===== src/pcim_consts.vh =====
`ifndef PCIM_CONSTS_VH
`define PCIM_CONSTS_VH
// port 4 pin positions used by the mux
`define PCIM_PIN_SCL      0
`define PCIM_PIN_CANB_RX  0
`define PCIM_PIN_CANA_RX  1
`define PCIM_PIN_CANA_TX  2
`define PCIM_PIN_CANB_TX  3
// upper-nibble segment lines available without and with can in use
`define PCIM_SEG_FULL     4'h8
`define PCIM_SEG_CAN      4'h4
// reset values of enable bits
`define PCIM_RST_CAN_A    1'b1
`define PCIM_RST_CAN_B    1'b0
`define PCIM_RST_I2C      1'b0
`define PCIM_RST_MISC     1'b0
`define PCIM_RST_SHARE    1'b0
`define PCIM_RST_GLOBAL   1'b0
// can unit select address bit
`define PCIM_CAN_SEL_BIT  8
`endif


===== src/pcim_port4_mux.v =====
// Summary of operation
// - i2c enable puts scl/sda open-drain on pins
// - port registers ignored on i2c pins
// - i2c off restores ordinary port pins
// - can a tx on bit6, rx bit5
// - can b tx bit7, rx bit4 unshared
// - reset: can a on, can b off
// - can units split by address bit 8
// - can in use limits segment lines four
// - can transmit honours open-drain register
// - sharing bit routes both cans to 5/6
// - misc register needs both enables set
// - can interrupts merged onto shared lines
// - freed pins never external address lines
`timescale 1ns/10ps
`include "pcim_consts.vh"
module pcim_port4_mux #(
  parameter NVEC = 4
) (
  input  wire            clk_in,
  input  wire            rstn_in,
  input  wire            can_a_en_wr_in,
  input  wire            can_b_en_wr_in,
  input  wire            i2c_en_wr_in,
  input  wire            misc_en_wr_in,
  input  wire            en_wr_strobe_in,
  input  wire            global_en_wr_in,
  input  wire            global_wr_strobe_in,
  input  wire            share_wr_in,
  input  wire            misc_wr_strobe_in,
  input  wire [3:0]      port4_data_reg_in,
  input  wire [3:0]      port4_direction_reg_in,
  input  wire [3:0]      port4_open_drain_reg_in,
  input  wire [3:0]      seg_addr_in,
  input  wire [3:0]      seg_addr_sel_in,
  input  wire [3:0]      pin_in,
  input  wire            can_a_transmit_in,
  input  wire            can_b_transmit_in,
  input  wire            scl_drive_low_in,
  input  wire            sda_drive_low_in,
  input  wire            can_a_irq_in,
  input  wire            can_b_irq_in,
  input  wire [NVEC-1:0] other_irq_in,
  input  wire [NVEC-1:0] can_a_irq_vec_in,
  input  wire [NVEC-1:0] can_b_irq_vec_in,
  input  wire [9:0]      can_addr_in,
  input  wire            can_access_in,
  output reg  [3:0]      pin_out,
  output reg  [3:0]      pin_oen_out,
  output reg  [3:0]      port_pin_read_out,
  output reg             can_a_receive_out,
  output reg             can_b_receive_out,
  output reg             scl_in_out,
  output reg             sda_in_out,
  output wire            can_a_sel_out,
  output wire            can_b_sel_out,
  output wire [7:0]      can_reg_offset_out,
  output reg  [NVEC-1:0] periph_irq_out,
  output wire            can_a_enabled_out,
  output wire            can_b_enabled_out,
  output wire            i2c_enabled_out,
  output wire            share_active_out,
  output wire            misc_access_ok_out,
  output wire [3:0]      seg_lines_avail_out
);
  reg       can_a_en_reg;
  reg       can_b_en_reg;
  reg       i2c_enable_bit_reg;
  reg       misc_en_reg;
  reg       global_en_reg;
  reg       share_reg;
  reg [3:0] pin_meta_reg;
  reg [3:0] pin_sync_reg;
  reg [3:0] pout_next;
  reg [3:0] poen_next;
  reg [NVEC-1:0] irq_next;
  wire      misc_ok;
  wire      can_on;
  wire      seg_allowed;
  wire      shared_tx;
  wire [3:0] gp_out;
  wire [3:0] gp_oen;
  wire [NVEC-1:0] can_a_irq_w;
  wire [NVEC-1:0] can_b_irq_w;
  genvar    g;

  // an open-drain bit at 1 floats, so the pull-up or a peer decides
  function odr_oen;
    input od_bit;
    input val_bit;
    begin
      odr_oen = od_bit & val_bit;
    end
  endfunction

  // misc access gated
  // misc register gating
  assign misc_ok = misc_en_reg & global_en_reg;
  assign can_on  = can_a_en_reg | can_b_en_reg;

  assign seg_allowed = ~can_on;

  // wired-and: a disabled unit sits recessive
  assign shared_tx = (can_a_transmit_in | ~can_a_en_reg) &
                     (can_b_transmit_in | ~can_b_en_reg);

  assign can_a_irq_w = {NVEC{can_a_irq_in & can_a_en_reg}} & can_a_irq_vec_in;
  assign can_b_irq_w = {NVEC{can_b_irq_in & can_b_en_reg}} & can_b_irq_vec_in;

  // ordinary port bits, segment address only without can
  generate
    for (g = 0; g < 4; g = g + 1) begin : g_port
      assign gp_out[g] = (seg_addr_sel_in[g] && seg_allowed) ?
                         seg_addr_in[g] :
                         (port4_direction_reg_in[g] & port4_data_reg_in[g]);
      assign gp_oen[g] = (seg_addr_sel_in[g] && seg_allowed) ? 1'b0 :
                         (port4_direction_reg_in[g] ?
                          odr_oen(port4_open_drain_reg_in[g],
                                  port4_data_reg_in[g]) : 1'b1);
    end
  endgenerate

  // two flops: pin_in is asynchronous to clk_in
  always @(posedge clk_in) begin
    if (!rstn_in) begin
      pin_meta_reg <= 4'h0;
      pin_sync_reg <= 4'h0;
    end else begin
      pin_meta_reg <= pin_in;
      pin_sync_reg <= pin_meta_reg;
    end
  end

  always @(posedge clk_in) begin
    if (!rstn_in) begin
      can_a_en_reg       <= `PCIM_RST_CAN_A;
      can_b_en_reg       <= `PCIM_RST_CAN_B;
      i2c_enable_bit_reg <= `PCIM_RST_I2C;
      misc_en_reg        <= `PCIM_RST_MISC;
      global_en_reg      <= `PCIM_RST_GLOBAL;
      share_reg          <= `PCIM_RST_SHARE;
      pin_out            <= 4'h0;
      pin_oen_out        <= 4'hf;
      periph_irq_out     <= {NVEC{1'b0}};
    end else begin
      // can and misc enables held while global on, i2c enable loads any time
      if (en_wr_strobe_in && !global_en_reg) begin
        can_a_en_reg       <= can_a_en_wr_in;
        can_b_en_reg       <= can_b_en_wr_in;
        misc_en_reg        <= misc_en_wr_in;
      end
      if (en_wr_strobe_in)
        i2c_enable_bit_reg <= i2c_en_wr_in;
      if (global_wr_strobe_in)
        global_en_reg <= global_en_wr_in;
      if (misc_wr_strobe_in && misc_ok)
        share_reg <= share_wr_in;
      pin_out        <= pout_next;
      pin_oen_out    <= poen_next;
      periph_irq_out <= irq_next;
    end
  end

  always @* begin
    pout_next = gp_out;
    poen_next = gp_oen;

    // can a transmit pin, open-drain honoured
    if (can_a_en_reg || (share_reg && can_b_en_reg)) begin
      pout_next[`PCIM_PIN_CANA_TX] = share_reg ? shared_tx : can_a_transmit_in;
      poen_next[`PCIM_PIN_CANA_TX] =
        odr_oen(port4_open_drain_reg_in[`PCIM_PIN_CANA_TX],
                pout_next[`PCIM_PIN_CANA_TX]);
    end

    // can b transmit pin unshared, i2c wins on conflict
    if (can_b_en_reg && !share_reg) begin
      pout_next[`PCIM_PIN_CANB_TX] = can_b_transmit_in;
      poen_next[`PCIM_PIN_CANB_TX] =
        odr_oen(port4_open_drain_reg_in[`PCIM_PIN_CANB_TX], can_b_transmit_in);
    end

    // open-drain i2c pins, port registers ignored
    if (i2c_enable_bit_reg) begin
      pout_next[`PCIM_PIN_CANB_RX] = 1'b0;
      poen_next[`PCIM_PIN_CANB_RX] = ~scl_drive_low_in;
      pout_next[`PCIM_PIN_CANB_TX] = 1'b0;
      poen_next[`PCIM_PIN_CANB_TX] = ~sda_drive_low_in;
    end

    // merge can interrupts onto shared vectors
    irq_next = other_irq_in | can_a_irq_w | can_b_irq_w;
  end

  always @* begin
    port_pin_read_out = pin_sync_reg;
    can_a_receive_out = pin_sync_reg[`PCIM_PIN_CANA_RX];
    can_b_receive_out = share_reg ? pin_sync_reg[`PCIM_PIN_CANA_RX]
                                  : pin_sync_reg[`PCIM_PIN_CANB_RX];
    scl_in_out = i2c_enable_bit_reg ? pin_sync_reg[`PCIM_PIN_CANB_RX] : 1'b1;
    sda_in_out = i2c_enable_bit_reg ? pin_sync_reg[`PCIM_PIN_CANB_TX] : 1'b1;
  end

  // chip select by address bit 8
  assign can_a_sel_out = can_access_in & ~can_addr_in[`PCIM_CAN_SEL_BIT]
                         & can_a_en_reg & global_en_reg;
  assign can_b_sel_out = can_access_in & can_addr_in[`PCIM_CAN_SEL_BIT]
                         & can_b_en_reg & global_en_reg;
  assign can_reg_offset_out = can_addr_in[7:0];
  assign can_a_enabled_out  = can_a_en_reg;
  assign can_b_enabled_out  = can_b_en_reg;
  assign i2c_enabled_out    = i2c_enable_bit_reg;
  assign share_active_out   = share_reg;
  assign misc_access_ok_out = misc_ok;
  assign seg_lines_avail_out = can_on ? `PCIM_SEG_CAN : `PCIM_SEG_FULL;
endmodule // pcim_port4_mux


===== config.mk =====
export PLATFORM = sky130hd
export DESIGN_NAME = pcim_port4_mux
export DESIGN_NICKNAME = d
export VERILOG_FILES = /design/src/pcim_port4_mux.v
export VERILOG_INCLUDE_DIRS = /design/src
export SDC_FILE = /design/constraint.sdc
export NUM_CORES = 1
export LEC_CHECK = 0
export ABC_AREA = 1
export BUFFER_PORTS_ARGS = -buffer_cell sky130_fd_sc_hd__buf_2
export CAP_MARGIN = 10
export CORE_MARGIN = 3
export CORE_UTILIZATION = 34
export CTS_CLUSTER_SIZE = 28
export DETAILED_ROUTE_END_ITERATION = 8
export PLACE_DENSITY = 0.8
export SLEW_MARGIN = 20
export SYNTH_ARGS = -nofsm -noshare
export SYNTH_HDL_FRONTEND = slang
export SYNTH_SLANG_ARGS = --single-unit

===== constraint.sdc =====
create_clock -name clk_in -period 1 [get_ports clk_in]
set_input_delay 0.15 -clock clk_in [delete_from_list [all_inputs] [get_ports clk_in]]
set_output_delay 0.15 -clock clk_in [all_outputs]
set_load 0.05 [all_outputs]

-- After elaboration in Yosys (flattened, before gate mapping)
Index checks and enable logic that the tools add are counted.
- flip-flop bits (word level): 26
- logic and storage cells: 81
- muxes and demuxes: 23
- bitwise logic cells: 34
- reductions and logical operators: 12
- operator list (kind ; number):
    1-bit 2-to-1 mux ; 22
    1-bit bitwise AND ; 20
    4-bit bitwise AND ; 2
    1-bit logical AND ; 8
    4-bit bitwise OR ; 2
    1-bit inverter ; 7
    4-bit 2-to-1 mux ; 1
    1-bit bitwise OR ; 3
    1-bit logical NOT ; 2
    2-bit OR reduction ; 1
    1-bit logical OR ; 1

-- Longest topological paths before layout
Gate-level depths: netlist of run 1.
- depth after elaboration: 6
- depth in mapped cells: 8
- gate-level depth less buffers: 7

-- Worst setup path before layout of run 1
OpenSTA, ideal clock, no wires.
- kind: flip-flop to output port
- start: register can_a_en_reg (netlist: can_a_enabled_out)
- end: output port can_a_sel_out
- data arrival time: 1.971 ns
- required time: 0.850 ns
- path slack: -1.121 ns
- stages on the path, launching flop included: 4
- path buffers: 1
- path through: dfxtp_1 > buf_4 > nand2_1 > nor3_1
- word-level cells in the longest chain between the ends: 2
- ends and longest elaborated chain (item ; RTL line ; RTL):
    start, declared ; pcim_port4_mux.v:66 ; reg can_a_en_reg;
    start signal, assigned ; pcim_port4_mux.v:136 ; can_a_en_reg <= `PCIM_RST_CAN_A;
    start signal, assigned ; pcim_port4_mux.v:148 ; can_a_en_reg <= can_a_en_wr_in;
    1-bit bitwise AND (2 in series) ; pcim_port4_mux.v:205 ; assign can_a_sel_out = can_access_in & ~can_addr_in[`PCIM_CAN_SEL_BIT]
    end, declared ; pcim_port4_mux.v:55 ; output wire can_a_sel_out,
Every way passes these cells.

-- Final worst setup path of run 1
Ends and elaborated chain as after synthesis.

==> flow_metrics.tcl, run 1 <==
set metrics [dict create \
    port_buffers 83 \
    vias 1355 \
    h-tree-depth 1 \
    remaining_routing_drc_violations 0 \
    floorplan.rows 21 \
    power_leakage_uw 0.001227 \
    cp_num_cells 3 \
    min_period_over_period_pct 127.0 \
    post_synth.cell_area_avg_um2 7.266 \
    flow.area_growth_from_synthesis_pct 89.12 \
    fillers 274 \
    routed_via_density 4.399 \
    dr.pass1.iters 2 \
    grtUsageMet3_pct 2.192 \
    capturing_element_of_the_worst_setup_path "can_a_sel_out" \
    synth.cells.most_frequent "sky130_fd_sc_hd__nand2_1 (41), sky130_fd_sc_hd__dfxtp_1 (26), sky130_fd_sc_hd__inv_1 (24), sky130_fd_sc_hd__nand3_1 (20), sky130_fd_sc_hd__buf_4 (14)" \
    first_global_vias 1317 \
    clock_sink_count 26 \
    r2r.worst_path.cells 6 \
    drtIter0Drc 41 \
    nNetsFinal 327 \
    finalClockSkew_ns 0.004801 \
    finish.cell_count_without_fillers 308 \
    grt_util_all_layers_pct 16.96 \
    fin_setup_tns_ns -2.743 \
    synth_async_sr_flop_share_pct 0 \
    maxSlewViolCount 0 \
    global_route.usage.met2_pct 32.22 \
    critPathKind "reg2out" \
    cts.path.max_buffers 2 \
    outcome "complete, but fails checks" \
    failed_checks "setup timing" \
    synth_largest_area_cell "sky130_fd_sc_hd__dfxtp_1" \
    timing.critical_path.from "can_a_enabled_out" \
    grt-busiest-layer "met2" \
    worst_ir_drop_on_vdd_uv 655.1 \
    worst-r2r-setup-slack_ns -0.08 \
    cp.arrival_ns 1.12 \
    path_max_fanout 4 \
    cts.clk_slew.worst_paths_ns 0.14 \
    report.final.hold_viol_count 0 \
    grt_antenna_before_repair 0 \
    rsz_0062_raised_after_global_routing "true" \
    period_needed_ns 1.270 \
    top_flip_flop_cell_by_instance_count_after_synthesis "sky130_fd_sc_hd__dfxtp_1" \
    cp_slowest_stage_delay_ns 0.43 \
    tritoncts.num_buffers 3 \
    synth_cells 171 \
    synth.cell_area_mm2 0.001242 \
    finalSetupViolations 24 \
    drt-wirelength-per-cell_um 12.50 \
    grt_pass1_wl_um 5658 \
    critPathCaptureType "output port" \
    overflow 0 \
    xor_xnor_fraction_of_synth_area_pct 0 \
    synth_fa_ha_area_share_pct 0 \
    antenna_cells_inserted 0 \
    worstSkewPairLatency_ns 0.32 \
    worst_hold_path_type "in2reg" \
    synth_enable_flop_cells 0 \
    drt-total-wl_um 3851 \
    clock_tree_from_tritoncts "built" \
    crit_path_top_delay_cell "sky130_fd_sc_hd__dfxtp_4" \
    critPathTopFamily "flip-flops" \
    fin_util_pct 68.79 \
    synth_sequential_area_ratio_pct 41.89 \
    post-synth-top-area-fraction_pct 41.89 \
    r2r-end "pin_out[2]" \
    hold_slack_final_ns 0.003016 \
    die_height_um 66.45 \
    synthMostInstantiatedCell "sky130_fd_sc_hd__nand2_1" \
    die_width_um 66.45 \
    worst-path-buf-inv 1 \
    reg2reg_from "can_a_enabled_out" \
    dpl_worst_slack_ns -0.04659 \
    netlist-cell-type-count 24 \
    initial_util_pct 36.37 \
    placed_cells_incl_taps 290 \
    fmax_ghz 0.7875 \
    drv_cap 0 \
    dieArea_mm2 0.004416 \
    synth_top_family_by_area "simple AND/OR/NAND/NOR gates" \
    start_kind "flip-flop" \
    final_layout_size_suffix_gt1_share_pct 64.89 \
    num_io_pins 103 \
    yosys.area_share.simple_pct 31.12 \
    grt_start_max_net_pins 16 \
    detail_route_antenna_nets 0 \
    minimum_setup_slack_in_the_final_design_ns -0.2698 \
    post_synth_main_area_contributors "sky130_fd_sc_hd__dfxtp_1 (42%), sky130_fd_sc_hd__nand2_1 (12%), sky130_fd_sc_hd__buf_4 (8.5%)" \
    share_of_the_synthesized_area_in_compound_gates_ao_oa_aoi_oai_pct 8.661 \
    root_buffer "sky130_fd_sc_hd__clkbuf_4" \
    ys_seq_elements 26 \
    powerDensity_mw_per_mm2 1220 \
    global_route.usage.met1_pct 18.76 \
    placeableCoreArea_mm2 0.003416 \
    synth_warnings 0 \
    synth_mux_area_share_pct 0 \
    cp_data_required_time_ns 0.85 \
    critical_path_cell_list "nand2_4, nor3_4, buf_6" \
    gpl.final_weighted_congestion 0.7731 \
    place.detailed.hpwl_um 2575 \
]
-- cell usage in the layout, fill, tap and decap left out, types with 2 or more instances in the layout --
cell	n
sky130_fd_sc_hd__nand2_1	34
sky130_fd_sc_hd__buf_12	2
sky130_fd_sc_hd__inv_2	4
sky130_fd_sc_hd__nand3_2	16
sky130_fd_sc_hd__nand3_1	5
sky130_fd_sc_hd__nand2_2	3
sky130_fd_sc_hd__dfxtp_1	5
sky130_fd_sc_hd__dfxtp_2	15
sky130_fd_sc_hd__nor2_1	7
sky130_fd_sc_hd__o21ai_1	5
sky130_fd_sc_hd__o211ai_1	2
sky130_fd_sc_hd__conb_1	2
sky130_fd_sc_hd__buf_2	54
sky130_fd_sc_hd__clkbuf_4	3
sky130_fd_sc_hd__o21ai_2	2
sky130_fd_sc_hd__nor2_4	2
sky130_fd_sc_hd__buf_6	18
sky130_fd_sc_hd__inv_1	18
sky130_fd_sc_hd__nand2_4	8
sky130_fd_sc_hd__a21oi_1	5
sky130_fd_sc_hd__buf_4	6
sky130_fd_sc_hd__dfxtp_4	6
sky130_fd_sc_hd__a21oi_2	3
sky130_fd_sc_hd__buf_8	18
sky130_fd_sc_hd__dlygate4sd3_1	5
sky130_fd_sc_hd__inv_4	3
-- cell families after synthesis --
family | after synthesis
AO/OA/AOI/OAI | 19
buffers and inverters | 43
flip-flops | 26
other | 1
AND/OR/NAND/NOR | 82
-- per-layer routing --
metal | part of all wire [%] | vias to the layer above
li1 | - | 702
met1 | 36 | 604
met2 | 58 | 43
met3 | 4.4 | 6
met4 | 1.0 | 0
met5 | 0 | -
-- final cells by class --
type                            count  area, um^2  share of cell area [%]
Timing Repair Buffer              103       878.3                   37.38
Multi-Input combinational cell    103       690.7                   29.39
Sequential cell                    26       561.8                   23.91
Inverter                           26       108.9                   4.633
Tap cell                           46       57.56                   2.449
Clock inverter                      1       30.03                   1.278
Clock buffer                        3       22.52                  0.9585
-- power by group --
group          internal, uW  leakage, uW  total, uW  switching, uW
sequential             1110     0.000222       1160           57.7
combinational           423     0.000977        974            552
clock                   405    0.0000279        729            324
-- what timing repair did --
item                                    CTS  global route
gates resized for setup                  84            52
pin swaps                                 9            19
gates cloned                              0             0
endpoints found under the hold margin     5             0
setup buffers                             5             4
endpoints found under the setup margin   30            43
hold buffers                              5             0
-- stage by stage --
stage | power, uW | cell area [um^2]
5_1_grt | 3006 | 2350
2_1_floorplan | 1758 | 1370
6_report | 2867 | 2350
4_1_cts | 2775 | 2137
3_5_place_dp | 1886 | 1755
3_3_place_gp | 1873 | 1755
-- worst min-delay path by stage --
stage	start	end	slack [ns]	cells past startpoint
5_1_grt	other_irq_in[3]	periph_irq_out[3]	0.001	3
4_1_cts	other_irq_in[0]	periph_irq_out[0]	0.0007	3
2_1_floorplan	pin_in[0]	pin_meta_reg[0]	0.25	2
6_report	other_irq_in[0]	periph_irq_out[0]	0.003	3
3_5_place_dp	can_addr_in[0]	can_reg_offset_out[0]	0.30	0
3_3_place_gp	can_addr_in[0]	can_reg_offset_out[0]	0.30	0
-- tightest hold or removal path, stage by stage --
cell and delay, ns:
sky130_fd_sc_hd__buf_2 0.07, sky130_fd_sc_hd__o21ai_1 0.04, sky130_fd_sc_hd__inv_1 0.04
Power figures use the tool's default switching activity.
==> run 2, diff against run 1 <==
- CTS_CLUSTER_SIZE: 28 -> 16
- PLACE_DENSITY: 0.8 -> unset
- PLACE_DENSITY_LB_ADDON: unset -> 0.2
==> flow_metrics.tcl, run 2 (synthesis gave the netlist of run 1 again) <==
set metrics [dict create \
    capturing_element_of_the_worst_setup_path "sda_in_out" \
    floorplan.rows 21 \
    reg2reg_from "can_a_enabled_out" \
    die_height_um 66.45 \
    worst-path-buf-inv 2 \
    hold_slack_final_ns 0.01650 \
    grt-busiest-layer "met2" \
    fillers 297 \
    remaining_routing_drc_violations 0 \
    overflow 0 \
    clock_sink_count 26 \
    finalSetupViolations 22 \
    global_route.usage.met1_pct 18.95 \
    grt_start_max_net_pins 16 \
    cp_num_cells 3 \
    cp.arrival_ns 1.11 \
    drtIter0Drc 31 \
    power.internal_uw 1908 \
    failed_checks "setup timing" \
    global_route.usage.met2_pct 26.02 \
    vias 1327 \
    most_frequent_cells_in_the_layout "sky130_fd_sc_hd__buf_2 (54), sky130_fd_sc_hd__nand2_1 (34), sky130_fd_sc_hd__buf_6 (24), sky130_fd_sc_hd__inv_1 (19), sky130_fd_sc_hd__nand3_2 (14)" \
    h-tree-depth 1 \
    powerDensity_mw_per_mm2 1226 \
    routed_via_density 4.294 \
    flow.area_growth_from_synthesis_pct 83.08 \
    fmax_ghz 0.7966 \
    share_comb_of_total_power_pct 33.1 \
    worst_hold_path_type "in2reg" \
    crit_path_top_delay_cell "sky130_fd_sc_hd__dfxtp_4" \
    num_io_pins 103 \
    finalClockSkew_ns 0.01200 \
    first_global_vias 1208 \
    final_layout_size_suffix_gt1_share_pct 62.36 \
    outcome "complete, but fails checks" \
    initial_util_pct 36.37 \
    timing.critical_path.from "i2c_enabled_out" \
    cts.path.max_buffers 2 \
    final_common_cell "sky130_fd_sc_hd__buf_2" \
    placeableCoreArea_mm2 0.003416 \
    grt_pass1_wl_um 5230 \
    sw_frac_of_total_pct 31.60 \
    cts.clk_slew.worst_paths_ns 0.14 \
    dpl_worst_slack_ns -0.03089 \
    clock_tree_from_tritoncts "built" \
    grtUsageMet3_pct 3.373 \
    seq_power_share_pct 41.5 \
    detail_route_antenna_nets 0 \
    gpl.final_weighted_congestion 0.7562 \
    r2r-end "pin_oen_out[3]" \
    cp_data_required_time_ns 0.85 \
    critPathTopFamily "flip-flops" \
    nNetsFinal 328 \
    placed_cell_area_mm2 0.001743 \
    grt_util_all_layers_pct 15.40 \
    cp_slowest_stage_delay_ns 0.37 \
    critPathKind "reg2out" \
    fin_area_mm2 0.002275 \
    p_sw_uw 881.5 \
    rsz_0062_raised_after_global_routing "true" \
    worst_ir_drop_on_vdd_uv 724.5 \
    grt_antenna_before_repair 0 \
    drv_cap 0 \
    total_power_uw 2789 \
    antenna_cells_inserted 0 \
    maxSlewViolCount 0 \
    r2r.worst_path.cells 7 \
    critical_path_cell_list "inv_2, or2_4, buf_8" \
    port_buffers 83 \
    start_kind "flip-flop" \
    drt-total-wl_um 3503 \
    die_width_um 66.45 \
    worstSkewPairLatency_ns 0.32 \
    power_leakage_uw 0.001167 \
    drt-wirelength-per-cell_um 11.34 \
    report.final.hold_viol_count 0 \
    period_needed_ns 1.255 \
    worst-r2r-setup-slack_ns -0.04 \
    root_buffer "sky130_fd_sc_hd__clkbuf_4" \
    tritoncts.num_buffers 3 \
    dieArea_mm2 0.004416 \
    p_clk_share_pct 25.4 \
    minimum_setup_slack_in_the_final_design_ns -0.2554 \
    min_period_over_period_pct 125.5 \
    path_max_fanout 2 \
    place.detailed.hpwl_um 2624 \
    dr.pass1.iters 4 \
    critPathCaptureType "output port" \
]
-- run 2: per-stage QoR --
step | instances | utilization [%] | TNS, ns
after global placement | 290 | 51.03 | -0.03326
final | 309 | 66.59 | -2.455
after detailed placement | 290 | 51.03 | -0.04621
after global routing | 309 | 66.59 | -4.045
after floorplan | 172 | - | -0.9533
after CTS | 304 | 61.69 | -2.784
-- run 2: cell type report --
| cell class | count | area (um^2) | share of cell area, % |
|---|---|---|---|
| tap | 46 | 57.56 | 2.530 |
| multi-input combinational | 103 | 643.1 | 28.27 |
| clock inverter | 1 | 30.03 | 1.320 |
| clock buffer | 3 | 22.52 | 0.9901 |
| timing repair buffer | 104 | 858.3 | 37.73 |
| inverter | 26 | 103.9 | 4.565 |
| sequential | 26 | 559.3 | 24.59 |
-- run 2: worst min-delay path by stage --
stage                          startpoint  depth (start not counted)               endpoint  slack, ns
after floorplan                 pin_in[0]                          2        pin_meta_reg[0]       0.25
after global placement     can_addr_in[1]                          0  can_reg_offset_out[1]       0.30
after detailed placement   can_addr_in[1]                          0  can_reg_offset_out[1]       0.30
after CTS                 other_irq_in[2]                          3      periph_irq_out[2]      0.004
after global routing      other_irq_in[2]                          3      periph_irq_out[2]      0.007
final                     other_irq_in[2]                          3      periph_irq_out[2]       0.02
-- run 2: worst min-delay path: stages --
cell and delay (ns):
sky130_fd_sc_hd__buf_2 0.07, sky130_fd_sc_hd__o21ai_1 0.04, sky130_fd_sc_hd__inv_1 0.04
-- run 2: timing repair --
item,in CTS,in global routing
hold buffers,5,0
setup endpoints to repair,29,38
pin swaps,6,8
resized for setup,78,38
hold endpoints to repair,5,0
buffers inserted,5,6
-- run 2: routing by layer --
layer,vias to the layer above,part of all wire [%]
met5,-,0
met4,0,1.0
met3,6,7.2
met2,45,54
met1,576,38
li1,700,-
-- run 2: power groups by stage --
| stage | registers, uW | clock network, uW | logic, uW |
|---|---|---|---|
| floorplan | 1340 | 0 | 422 |
| global placement | 1160 | 0 | 713 |
| detailed placement | 1160 | 0 | 715 |
| finish | 1160 | 708 | 924 |
| global route | 1170 | 784 | 988 |
| CTS | 1150 | 745 | 861 |
